[src/mau_regs.vh]
// Register selects, field positions, reset values and timing for the multiply-accumulate unit
`ifndef MAU_REGS_VH
`define MAU_REGS_VH
// ****************************************************************
// Debug register selects
// ****************************************************************
`define MAU_SEL_STATUS      12'h804
`define MAU_SEL_MASK        12'h805
`define MAU_SEL_ACC         12'h806
// ****************************************************************
// Status/control fields and reset values
// ****************************************************************
`define MAU_BIT_SAT         7
`define MAU_BIT_SU          6
`define MAU_BIT_FI          5
`define MAU_BIT_RT          4
`define MAU_BIT_NEG         3
`define MAU_BIT_ZERO        2
`define MAU_BIT_OVF         1
`define MAU_STATUS_RST      32'h0000_0000
`define MAU_MASK_RST        32'hFFFF_FFFF
`define MAU_STATUS_WMASK    32'h0000_00FF
// ****************************************************************
// Cycles the issue port stays blocked after an issue (index of the last pass)
// ****************************************************************
`define MAU_II_WORD         2'h0
`define MAU_II_LINT         2'h2
`define MAU_II_LFRAC        2'h3
// ****************************************************************
// Saturation constants
// ****************************************************************
`define MAU_SMAX            32'h7FFF_FFFF
`define MAU_SMIN            32'h8000_0000
`define MAU_UMAX            32'hFFFF_FFFF
`define MAU_UMIN            32'h0000_0000
`endif

[src/mau_mul16.v]
// Pipelined 16x16 multiply array, one register stage
`default_nettype none
module mau_mul16 (
  // Clock and reset
  input  wire        clk_i,
  input  wire        rst_n_i,
  // Operands, each extended by one sign bit
  input  wire [16:0] a_i,
  input  wire [16:0] b_i,
  // Product
  output reg  [33:0] p_o
);
  // ****************************************************************
  // Array
  // ****************************************************************
  // Signed 17x17 covers both signed and unsigned 16-bit halves
  always @(posedge clk_i) begin
    if (!rst_n_i) begin
      p_o <= 34'h0;
    end else begin
      p_o <= $signed(a_i) * $signed(b_i);
    end
  end
endmodule // mau_mul16
`default_nettype wire

[src/mau_core.v]
// Multiply-accumulate unit: pipeline, accumulator, status and mask registers
`include "mau_regs.vh"
`default_nettype none
module mau_core (
  // Clock and reset
  input  wire        clk_i,
  input  wire        rst_n_i,
  // Operation issue from the operand execution pipeline
  input  wire        op_valid_i,
  input  wire        op_long_i,
  input  wire        op_sub_i,
  input  wire        op_mul_only_i,
  input  wire [1:0]  op_shift_i,
  input  wire [31:0] op_x_i,
  input  wire [31:0] op_y_i,
  output wire        op_ready_o,
  output reg         mul_valid_o,
  output reg  [31:0] mul_result_o,
  // Parallel operand load address path
  input  wire [31:0] ld_addr_i,
  input  wire        ld_use_mask_i,
  output wire [31:0] ld_addr_o,
  // Accumulator move to a general register
  output reg  [31:0] acc_move_o,
  // Register access, core moves and background debug port
  input  wire        reg_wr_i,
  input  wire [11:0] reg_sel_i,
  input  wire [31:0] reg_wdata_i,
  output reg  [31:0] reg_rdata_o
);
  // ****************************************************************
  // State
  // ****************************************************************
  reg  [31:0] status_q, mask_q, acc_q, x_q, y_q;
  reg  [63:0] psum_q, s2_prod_q, pshift;
  reg  [31:0] prod32, sprod, sat_val;
  reg  [1:0]  pass_q, npass_q, sh_q, s1_pass_q, s1_sh_q, s2_sh_q;
  reg         busy_q, sub_q, mulo_q, long_q, reload_q;
  reg         s1_v_q, s1_last_q, s1_sub_q, s1_mulo_q, s1_long_q;
  reg         s2_v_q, s2_sub_q, s2_mulo_q, s2_long_q;
  wire        sat_en = status_q[`MAU_BIT_SAT];
  wire        uns    = status_q[`MAU_BIT_SU];
  wire        frac   = status_q[`MAU_BIT_FI];
  wire        rnd    = status_q[`MAU_BIT_RT];
  wire        ovf    = status_q[`MAU_BIT_OVF];
  wire        sgn    = ~uns | frac;
  // ****************************************************************
  // Operand selection for the array
  // ****************************************************************
  // Long pass order: lo*lo, hi(x)*lo(y), lo(x)*hi(y), hi*hi (fraction only)
  wire [1:0]  cur_pass = busy_q ? pass_q : 2'h0;
  wire [31:0] cx = busy_q ? x_q : op_x_i;
  wire [31:0] cy = busy_q ? y_q : op_y_i;
  wire        clong = busy_q ? long_q : op_long_i;
  wire [15:0] ax = cur_pass[0] ? cx[31:16] : cx[15:0];
  wire [15:0] ay = cur_pass[1] ? cy[31:16] : cy[15:0];
  // Low halves of long operands are unsigned partials
  wire        ax_s = sgn & (~clong | cur_pass[0]);
  wire        ay_s = sgn & (~clong | cur_pass[1]);
  wire [16:0] a17 = {ax_s & ax[15], ax};
  wire [16:0] b17 = {ay_s & ay[15], ay};
  wire [33:0] arr_p;
  wire        issue = op_valid_i & ~busy_q;
  // Word ops issue every cycle; long ops hold the port for their passes
  assign op_ready_o = ~busy_q;
  mau_mul16 u_mul (
    .clk_i   (clk_i),
    .rst_n_i (rst_n_i),
    .a_i     (a17),
    .b_i     (b17),
    .p_o     (arr_p)
  );
  // ****************************************************************
  // Stage 1: issue and pass sequencing
  // ****************************************************************
  // Pass count fixed by size and mode, never by operand values
  always @(posedge clk_i) begin
    if (!rst_n_i) begin
      busy_q  <= 1'b0;
      pass_q  <= 2'h0;
      npass_q <= 2'h0;
      x_q     <= 32'h0;
      y_q     <= 32'h0;
      sub_q   <= 1'b0;
      mulo_q  <= 1'b0;
      sh_q    <= 2'h0;
      long_q  <= 1'b0;
    end else if (issue) begin
      x_q    <= op_x_i;
      y_q    <= op_y_i;
      sub_q  <= op_sub_i;
      mulo_q <= op_mul_only_i;
      sh_q   <= op_shift_i;
      long_q <= op_long_i;
      if (op_long_i) begin
        busy_q  <= 1'b1;
        pass_q  <= 2'h1;
        npass_q <= (frac & ~op_mul_only_i) ? `MAU_II_LFRAC : `MAU_II_LINT;
      end
    end else if (busy_q) begin
      pass_q <= pass_q + 2'h1;
      if (pass_q == npass_q) begin
        busy_q <= 1'b0;
      end
    end
  end
  // Tag each array pass travelling with the product
  always @(posedge clk_i) begin
    if (!rst_n_i) begin
      s1_v_q    <= 1'b0;
      s1_last_q <= 1'b0;
      s1_pass_q <= 2'h0;
      s1_sub_q  <= 1'b0;
      s1_mulo_q <= 1'b0;
      s1_sh_q   <= 2'h0;
      s1_long_q <= 1'b0;
    end else begin
      s1_v_q    <= issue | busy_q;
      s1_last_q <= (issue & ~op_long_i) | (busy_q & (pass_q == npass_q));
      s1_pass_q <= cur_pass;
      s1_sub_q  <= busy_q ? sub_q : op_sub_i;
      s1_mulo_q <= busy_q ? mulo_q : op_mul_only_i;
      s1_sh_q   <= busy_q ? sh_q : op_shift_i;
      s1_long_q <= clong;
    end
  end
  // ****************************************************************
  // Stage 2: partial product summation
  // ****************************************************************
  wire [63:0] pext = {{30{arr_p[33]}}, arr_p};
  always @* begin
    case (s1_pass_q)
      2'h0:    pshift = pext;
      2'h1:    pshift = {pext[47:0], 16'h0};
      2'h2:    pshift = {pext[47:0], 16'h0};
      default: pshift = {pext[31:0], 32'h0};
    endcase
  end
  wire [63:0] psum_d = (s1_pass_q == 2'h0) ? pshift : psum_q + pshift;
  always @(posedge clk_i) begin
    if (!rst_n_i) begin
      psum_q    <= 64'h0;
      s2_v_q    <= 1'b0;
      s2_prod_q <= 64'h0;
      s2_sub_q  <= 1'b0;
      s2_mulo_q <= 1'b0;
      s2_sh_q   <= 2'h0;
      s2_long_q <= 1'b0;
    end else begin
      if (s1_v_q) begin
        psum_q <= psum_d;
      end
      s2_v_q    <= s1_v_q & s1_last_q;
      s2_prod_q <= psum_d;
      s2_sub_q  <= s1_sub_q;
      s2_mulo_q <= s1_mulo_q;
      s2_sh_q   <= s1_sh_q;
      s2_long_q <= s1_long_q;
    end
  end
  // ****************************************************************
  // Stage 3: scale, accumulate, saturate
  // ****************************************************************
  // Fraction: 1.15x1.15 -> 1.31 by left shift; long keeps upper word
  wire [63:0] fprod = {s2_prod_q[62:0], 1'b0};
  wire        tie_up = fprod[31] & ((|fprod[30:0]) | fprod[32]);
  wire [31:0] frac_l = fprod[63:32] + {31'h0, rnd & tie_up};
  always @* begin
    if (!frac) begin
      prod32 = s2_prod_q[31:0];
    end else if (s2_long_q) begin
      prod32 = frac_l;
    end else begin
      prod32 = fprod[31:0];
    end
  end
  always @* begin
    case (s2_sh_q)
      2'h1:    sprod = {prod32[30:0], 1'b0};
      2'h2:    sprod = {sgn & prod32[31], prod32[31:1]};
      default: sprod = prod32;
    endcase
  end
  // Extra sign bit exposes overflow for both signedness modes
  wire [32:0] acc_e = {sgn & acc_q[31], acc_q};
  wire [32:0] prd_e = {sgn & sprod[31], sprod};
  wire [32:0] sum_e = s2_sub_q ? acc_e - prd_e : acc_e + prd_e;
  wire        ov_s  = sum_e[32] ^ sum_e[31];
  wire        ov    = sgn ? ov_s : sum_e[32];
  always @* begin
    if (sgn) begin
      sat_val = sum_e[32] ? `MAU_SMIN : `MAU_SMAX;
    end else begin
      sat_val = s2_sub_q ? `MAU_UMIN : `MAU_UMAX;
    end
  end
  wire        acc_op   = s2_v_q & ~s2_mulo_q;
  wire        acc_lock = sat_en & ovf & ~reload_q;
  wire [31:0] acc_new  = (ov & sat_en) ? sat_val : sum_e[31:0];
  wire        wr_st    = reg_wr_i & (reg_sel_i == `MAU_SEL_STATUS);
  wire        wr_acc   = reg_wr_i & (reg_sel_i == `MAU_SEL_ACC);
  wire        acc_upd  = acc_op & ~acc_lock & ~wr_acc;
  // Accumulator has no reset; a direct load beats an operation in flight
  always @(posedge clk_i) begin
    if (wr_acc) begin
      acc_q <= reg_wdata_i;
    end else if (acc_upd) begin
      acc_q <= acc_new;
    end
  end
  // Multiply-only result to a data register
  always @(posedge clk_i) begin
    if (!rst_n_i) begin
      mul_valid_o  <= 1'b0;
      mul_result_o <= 32'h0;
    end else begin
      mul_valid_o  <= s2_v_q & s2_mulo_q;
      mul_result_o <= s2_prod_q[31:0];
    end
  end
  // ****************************************************************
  // Status and mask registers
  // ****************************************************************
  // Overflow set wins over a software clear in the same cycle
  always @(posedge clk_i) begin
    if (!rst_n_i) begin
      status_q <= `MAU_STATUS_RST;
      mask_q   <= `MAU_MASK_RST;
      reload_q <= 1'b0;
    end else begin
      if (wr_st) begin
        status_q <= reg_wdata_i & `MAU_STATUS_WMASK;
      end
      if (acc_upd) begin
        status_q[`MAU_BIT_NEG]  <= acc_new[31];
        status_q[`MAU_BIT_ZERO] <= (acc_new == 32'h0);
        if (ov) begin
          status_q[`MAU_BIT_OVF] <= 1'b1;
        end
      end
      if (reg_wr_i & (reg_sel_i == `MAU_SEL_MASK)) begin
        mask_q <= reg_wdata_i;
      end
      // Direct load lifts the saturation hold; the flag itself stays set
      reload_q <= wr_acc | (reload_q & ~(acc_upd & ov & sat_en));
    end
  end
  // Circular queue: masked bits of the incremented address stay fixed
  assign ld_addr_o = ld_use_mask_i ? (ld_addr_i & mask_q) : ld_addr_i;
  // ****************************************************************
  // Reads and accumulator moves
  // ****************************************************************
  wire [16:0] r16 = {1'b0, acc_q[31:16]} +
                    {16'h0, acc_q[15] & ((|acc_q[14:0]) | acc_q[16])};
  always @(posedge clk_i) begin
    if (!rst_n_i) begin
      acc_move_o <= 32'h0;
    end else if (frac & uns) begin
      acc_move_o <= {16'h0, r16[15:0]};
    end else begin
      acc_move_o <= acc_q;
    end
  end
  // Selects follow the debug register numbering
  always @(posedge clk_i) begin
    if (!rst_n_i) begin
      reg_rdata_o <= 32'h0;
    end else begin
      case (reg_sel_i)
        `MAU_SEL_STATUS: reg_rdata_o <= status_q;
        `MAU_SEL_MASK:   reg_rdata_o <= mask_q;
        `MAU_SEL_ACC:    reg_rdata_o <= acc_q;
        default:         reg_rdata_o <= 32'h0;
      endcase
    end
  end
endmodule // mau_core
`default_nettype wire

[config.mk]
export PLATFORM = sky130hd
export DESIGN_NAME = mau_core
export DESIGN_NICKNAME = d
export VERILOG_FILES = /design/src/mau_mul16.v /design/src/mau_core.v
export VERILOG_INCLUDE_DIRS = /design/src
export SDC_FILE = /design/constraint.sdc
export NUM_CORES = 2
export LEC_CHECK = 0
export BUFFER_PORTS_ARGS = -buffer_cell sky130_fd_sc_hd__buf_2
export CAP_MARGIN = 20
export CORE_UTILIZATION = 40
export CTS_BUF_LIST = sky130_fd_sc_hd__clkbuf_4 sky130_fd_sc_hd__clkbuf_8 sky130_fd_sc_hd__clkbuf_16
export CTS_CLUSTER_DIAMETER = 50
export DETAILED_ROUTE_END_ITERATION = 10
export GPL_TIMING_DRIVEN = 0
export SLEW_MARGIN = 20
export SYNTH_ARGS = -nofsm -noshare
export SYNTH_HDL_FRONTEND = slang
export SYNTH_SLANG_ARGS = --single-unit
export TNS_END_PERCENT = 5
[constraint.sdc]
create_clock -name clk_i -period 7 [get_ports clk_i]
set_input_delay 1.05 -clock clk_i [delete_from_list [all_inputs] [get_ports clk_i]]
set_output_delay 1.05 -clock clk_i [all_outputs]
set_load 0.05 [all_outputs]
; After elaboration in Yosys (flattened, before gate mapping)
; Index checks and enable logic that the tools add are counted.
[totals]
ff_bits = 420
latch_bits = 0
ramBits = 0
mem_bits_ro = 0
in_bits = 150
out_inout_bits = 130
wordCells = 148
n_memories = 0
[op_classes]
n_addsub = 6
mul = 1
div = 0
n_lt_le_gt_ge = 0
n_eq_ne = 9
shifts = 0
mux = 36
bitwise_logic = 50
reduce_logical = 11
[op_table]
columns = cell, count
row1 = $mux 32, 11
row2 = $pmux 64 s2, 1
row3 = $pmux 32 s3, 1
row4 = $add 64x64->64, 1
row5 = $mux 64, 1
row6 = $pmux 32 s2, 1
row7 = $mux 16, 3
row8 = $eq 12x12->1 const B, 3
row9 = $mul 17x17->34, 1
row10 = $add 33x33->33, 1
row11 = $mux 33, 1
row12 = $sub 33x33->33, 1
row13 = $add 32x1->32, 1
row14 = $and 32x32->32, 1
row15 = $logic_not 32->1, 1
row16 = $reduce_or 30->1, 1
row17 = $and 1x1->1, 29
row18 = $add 16x1->16, 1
row19 = $reduce_or 15->1, 1
row20 = $not 1->1, 11
row21 = $mux 1, 10
row22 = $mux 2, 5
row23 = $or 1x1->1, 8
row24 = $reduce_bool 2->1, 3
row25 = other kinds (11), 15

; Longest topological paths before layout
[depth]
ltp_word = 19
depth_mapped = 35
ltp_nobuf = 33

; Hierarchy
; From an unflattened synthesis, not the netlist that was laid out.
[unflattened]
hier_cells = 4264
area_unflattened_um2 = 35482.8
[by_module_without_submodules]
columns = module, instances, cells_each, area_each_um2, seq_area_each_um2
row1 = mau_core, 1, 3002, 23662.7, 8027.7
row2 = mau_mul16, 1, 1262, 11820.1, 680.7

; Worst setup path before layout
; Ideal clock, no wire load.
[synth_path]
kind = reg2reg
from = register pass_q[1]
to = register u_mul.p_o[30]
setup_ps = 72
t_arrival_ps = 7381
required_time_ps = 6928
setup_slack_ps = -453
path_stages_with_launch = 27
path_buffers = 2
period_less_slack_ps = 7453
cell_sequence = dfxtp_1 buf_1 buf_1 mux2i_1 a21oi_1 nand2_1 fa_1 inv_1 fa_1 inv_1 fa_1 fa_1 inv_1 fa_1 fa_1 ha_1 a21o_1 a21oi_1 inv_1 a21oi_1 o21ai_0 a211o_1 a31o_2 a21oi_1 o21bai_1 a31oi_1 mux2i_1
[synth_via]
elab_chain_cells = 5
word_cells_on_any_way = 6
cone_classes = mul: 1 / mux: 2 / bitwise: 3
[synth_rtl]
columns = item, line_no
row1 = from (decl), mau_core.v:37  ; reg [1:0] pass_q, npass_q, sh_q, s1_pass_q, s1_sh_q, s2_sh_q;
row2 = from (signal assigned), mau_core.v:101  ; pass_q <= pass_q + 2'h1;
row3 = $mux 2 (*), mau_core.v:51  ; wire [1:0] cur_pass = busy_q ? pass_q : 2'h0;
row4 = $or 1x1->1, mau_core.v:59  ; wire ay_s = sgn & (~clong | cur_pass[1]);
row5 = $and 1x1->1, mau_core.v:59
row6 = $and 1x1->1, mau_core.v:61  ; wire [16:0] b17 = {ay_s & ay[15], ay};
row7 = $mul 17x17->34 (*), mau_mul16.v:21  ; p_o <= $signed(a_i) * $signed(b_i);
row8 = to (signal assigned), mau_mul16.v:21
row9 = to (decl), mau_mul16.v:11  ; output reg [33:0] p_o
; Mark *: on every way between the ends. The rest lies on a longest branch, timed or not.
; A chain may end at the register's enable or synchronous reset.

; Worst setup path after layout
[layout_path]
from = register s2_prod_q[12]
to = register acc_q[6], data pin
[layout_via]
elab_chain_cells = 18
word_cells_on_any_way = 21
cone_classes = add/sub: 3 / mux: 10 / bitwise: 7 / reduce/logical: 1
[layout_rtl]
columns = item, line_no
row1 = from (decl), mau_core.v:35  ; reg [63:0] psum_q, s2_prod_q, pshift;
row2 = from (signal assigned), mau_core.v:154  ; s2_prod_q <= psum_d;
row3 = $reduce_or 30->1, mau_core.v:166  ; wire tie_up = fprod[31] & ((|fprod[30:0]) | fprod[32]);
row4 = $or 1x1->1, mau_core.v:166
row5 = $and 1x1->1, mau_core.v:166
row6 = $and 1x1->1, mau_core.v:167  ; wire [31:0] frac_l = fprod[63:32] + {31'h0, rnd & tie_up};
row7 = $add 32x1->32, mau_core.v:167
row8 = $mux 32, mau_core.v:171  ; end else if (s2_long_q) begin
row9 = $mux 32 (*), mau_core.v:169  ; if (!frac) begin
row10 = $and 1x1->1, mau_core.v:180  ; 2'h2: sprod = {sgn & prod32[31], prod32[31:1]};
row11 = (+2 left out), --
row12 = $add 33x33->33 / $sub 33x33->33 (equally long branches), mau_core.v:187  ; wire [32:0] sum_e = s2_sub_q ? acc_e - prd_e : acc_e + prd_e;
row13 = $mux 33 (*), mau_core.v:187
row14 = $xor 1x1->1, mau_core.v:188  ; wire ov_s = sum_e[32] ^ sum_e[31];
row15 = $mux 1, mau_core.v:189  ; wire ov = sgn ? ov_s : sum_e[32];
row16 = $and 1x1->1, mau_core.v:199  ; wire [31:0] acc_new = (ov & sat_en) ? sat_val : sum_e[31:0];
row17 = $mux 32 (*), mau_core.v:199
row18 = $mux 32 (*), mau_core.v:207  ; end else if (acc_upd) begin
row19 = $mux 32 (*), mau_core.v:205  ; if (wr_acc) begin
row20 = to (signal assigned), mau_core.v:206  ; acc_q <= reg_wdata_i;
row21 = to (signal assigned), mau_core.v:208  ; acc_q <= acc_new;
row22 = to (decl), mau_core.v:34  ; reg [31:0] status_q, mask_q, acc_q, x_q, y_q;
; Mark *: on every way between the ends. The rest lies on a longest branch, timed or not. The select of a mux whose other input is x is not followed.

==> results.md <==
Run status:
- The flow ran to the end, but the final reports show violations.
- The final reports fail on setup timing.

Synthesis:
- Each instance of the synthesized netlist takes up on average 8.32 um2.
- The number of enable flip-flop cells after synthesis is 32.
- For this run, the leading register cell type out of synthesis is dfxtp_1.
- The post-synthesis async set-or-reset flop share is 0%.
- For this run, the register share of the synthesized area comes to roughly a quarter.
- Yosys printed 0 warnings.
- The cell area after synthesis is 34600 um2.
- The synthesized design contains 419 register bits.
- Synthesis handed over a netlist of 4163 instances.
- The synthesized netlist net count is 4797.
- The number of different library cells used by synthesis comes to 86.

Die:
- The top-level I/O count is 280.
- In this run the vertical extent of the chip is approximately 300 um.
- The effective utilization at floorplan is 40.5%.
- The row count is about 110.
- The area of the die is 87700 um2.
- The horizontal die dimension is 296 um.
- After floorplanning, the core was sized to cover 85400 um2.

Cells and area:
- The layout-stage area growth over the synthesis result is 19.2%.
- The most common cell after layout, fill and taps aside is nand2_1.
- The final-stage net count is 5203.
- Once layout is done, the placed cells without fillers occupy 41300 um2.
- In the final layout, the share of cells above drive strength 1 is 15.5%.
- Registers take 8760 um2.
- The total area of multi-input combinational cells is between 20000 and 25000 um2.
- The layout has 8460 filler cells.
- In the layout the commonest cells are 524 x nand2_1, 439 x nor2_1, 380 x inv_1.

STA:
- At the pin with the least slew margin, the transition time is between 1 and 1.5 ns.
- The number of endpoints with negative hold slack in the final report is 0.
- Setup violations remaining at the end of the flow were counted as 37.
- The clock arrives with 0.0190 ns of skew.
- The final worst slack is -0.252 ns.
- Based on the critical path, the design can be clocked at up to approximately 140 MHz.
- The max-slew violation count is 0.
- Summed over all failing endpoints, the final setup total negative slack is -6.73 ns.
- Hold timing on the final database bottoms out at a slack of 0.425 ns.
- The worst-case headroom to the max-slew limit is 23.3%.
- Dividing the final minimum period by the clock period gives 104%.
- The post-layout minimum cycle time is about 7.3 ns.
- Setup repair after global routing could not meet its margin everywhere.

CTS:
- The root buffer cell chosen for the clock tree is clkbuf_16.
- Clock tree synthesis found a total of 419 sinks.
- The number of clock buffers inserted by TritonCTS is between 50 and 60.
- The H-tree depth is 2.
- The clock latency of the later-clocked register in the worst-skew pair is 0.65 ns.
- The clock tree from TritonCTS is built.
- The clock-pin slew on the worst setup and hold paths is 0.06 ns.
- The maximum root-to-sink buffer count is 3.

Hold path:
- Counting instances, the worst hold path has a depth of 1.
- The worst hold path belongs to the class reg2reg.
- For hold timing, the worst endpoint is s2_long_q.
- The start point of the worst hold path is s1_long_q.

Global route:
- The initial antenna violation count came to 4.
- Entering global routing, the biggest net connects 33 pins.
- The global-route wire length before repair is roughly 190000 um.
- In the global route stage, overall resource usage came out at approximately 28%.
- The number of global-route vias before repair is 31154.
- The total overflow reported by the global router is 0.

Worst setup path:
- The nature of the critical path endpoint is a flop.
- In this run the register-to-register setup slack is -0.25 ns.
- The critical path's slowest cell is or3_4.
- The reg-to-reg critical path endpoint is acc_q[6].
- The number of cells traversed by the worst register-to-register path is 34.
- Along the worst path, the maximum fanout reaches 7.
- The element type at the critical path start is a flop.
- The critical path required time is between 7 and 8 ns.
- STA puts the critical path data arrival time at ~7.7 ns.
- The critical path is of the reg2reg type.
- The critical path starts at s2_prod_q[12].
- The worst register-to-register path begins at s2_prod_q[12].
- The delay contributed by the slowest stage of the critical path is between 0.4 and 0.5 ns.

Placed design:
- The total cell area at the placement stage is 37500 um2.
- The estimated wirelength of the detail-placed design is 100000 um.
- Routability-driven placement finished with a final weighted congestion of a little under 1.
- The total of buffers placed on input and output ports is 278.

Routing:
- The number of remaining DRC errors is 0.
- Dividing the detail-routed via count by the number of cells gives 5.60.
- For this block, the initial DRC count from the detailed router was 2526.
- The remaining antenna violation count is 0.
- The routed wirelength normalized by instance count is 21.9 um.
- The first detailed-routing pass took 6 iterations.
- For this block, the via count after detailed routing is 32311.
- The routed wire length is 127000 um.

Flow run:
- The count of maximum capacitance violations is 0.
==> cells by family (layout without fill, tap and decap cells) <==
kind of cell | after synthesis | count (layout) | share of synthesized area, %
DFF | 419 | 419 | 25.2
adders and majority gates | 484 | 484 | 24.0
and+or+nand+nor | 1398 | 1398 | 18.3
muxes | 82 | 82 | 2.39
AOI/OAI and AO/OA | 993 | 993 | 18.9
xor gates and xnor gates | 179 | 179 | 4.53
buffers and inverters | 608 | 1065 | 6.74
other | 0 | 3 | 0
==> metrics by stage <==
stage               cells  util (%)  setup slack, ns
finish               5767      48.3           -0.252
global route         5766      48.3           -0.496
CTS                  5755      48.0          -0.0136
detailed placement   5585      43.9            -1.90
global placement     5585      43.9            -1.94
floorplan            4163         -           0.0236
==> cell usage after synthesis, types with 8 or more instances <==
master / count / share of area [%]
a211oi_1: 45 / 0.98
a21boi_0: 38 / 0.82
a21o_1: 95 / 2.1
a21oi_1: 293 / 4.2
a221o_1: 9 / 0.26
a222oi_1: 10 / 0.29
a22oi_1: 63 / 1.4
a2bb2oi_1: 20 / 0.51
a31o_2: 8 / 0.20
a31oi_1: 35 / 0.63
and2_1: 105 / 1.9
and3_1: 29 / 0.52
and4_1: 10 / 0.25
buf_1: 21 / 0.23
clkbuf_1: 188 / 2.0
dfxtp_1: 387 / 22
edfxtp_1: 32 / 2.8
fa_1: 299 / 17
ha_1: 185 / 6.7
inv_1: 383 / 4.2
mux2i_1: 78 / 2.3
nand2_1: 526 / 5.7
nand2b_1: 29 / 0.52
nand3_1: 56 / 0.81
nand4_1: 41 / 0.74
nor2_1: 443 / 4.8
nor2b_1: 32 / 0.58
nor3_1: 45 / 0.65
nor4_1: 22 / 0.40
o211ai_1: 49 / 1.1
o21a_1: 28 / 0.61
o21ai_0: 149 / 2.2
o21bai_1: 28 / 0.61
o22a_1: 34 / 0.86
o31ai_1: 14 / 0.30
or2_2: 11 / 0.20
or3_1: 18 / 0.33
xnor2_1: 92 / 2.3
xor2_1: 87 / 2.2
==> critical path, delay by kind of cell (launching register included) <==
family | cells | cell delay (ns)
muxes | 2 | 0.60
adders and majority gates | 4 | 0.82
DFF | 1 | 0.36
xor gates and xnor gates | 4 | 0.55
AOI/OAI and AO/OA | 10 | 2.00
buffers and inverters | 4 | 0.46
and+or+nand+nor | 10 | 2.18
==> registers in the layout, indices dropped and copies added (netlist names), 32 cells and up <==
| signal | flops |
|---|---|
| y_q | 32 |
| psum_q | 63 |
| acc_q | 32 |
| acc_move_o | 32 |
| u_mul.p_o | 34 |
| reg_rdata_o | 32 |
| x_q | 32 |
| mask_q | 32 |
| mul_result_o | 32 |
| s2_prod_q | 63 |
==> routing by layer <==
metal,part of all wire [%],global-route usage (%)
met1,41,36.9
met3,7.0,3.89
met5,0.010,0
met4,4.9,12.4
met2,47,46.7
==> worst max path at each step <==
| stage | to | slack [ns] | cells after the start |
|---|---|---|---|
| floorplan | u_mul.p_o[27] | 0.02 | 24 |
| global placement | u_mul.p_o[33] | -1.94 | 26 |
| detailed placement | u_mul.p_o[33] | -1.90 | 26 |
| CTS | u_mul.p_o[32] | -0.01 | 26 |
| global route | acc_q[10] | -0.50 | 34 |
| finish | acc_q[6] | -0.25 | 34 |
==> cell type report <==
type / instances / area share [%]
flip-flops and latches: 419 / 21.2
multi-input cells: 3136 / 59.1
clock buffers: 76 / 4.10
well taps: 1144 / 3.47
plain buffers: 216 / 2.81
diodes: 3 / 0.0182
clock inverters: 36 / 1.01
repair buffers: 350 / 4.72
inverters: 387 / 3.52
==> timing repair <==
action                                 4_1_cts  5_1_grt
hold buffers                                 0        0
setup endpoints to repair                   57       49
resized for setup                          266       42
pin swaps                                   37       25
endpoints found under the hold margin        0        0
setup buffers                               62        8
cloned                                       1        1
Power is left out: the tool's default activity adds up to more than one toggle a clock period on the data nets, which glitch-free logic cannot reach.
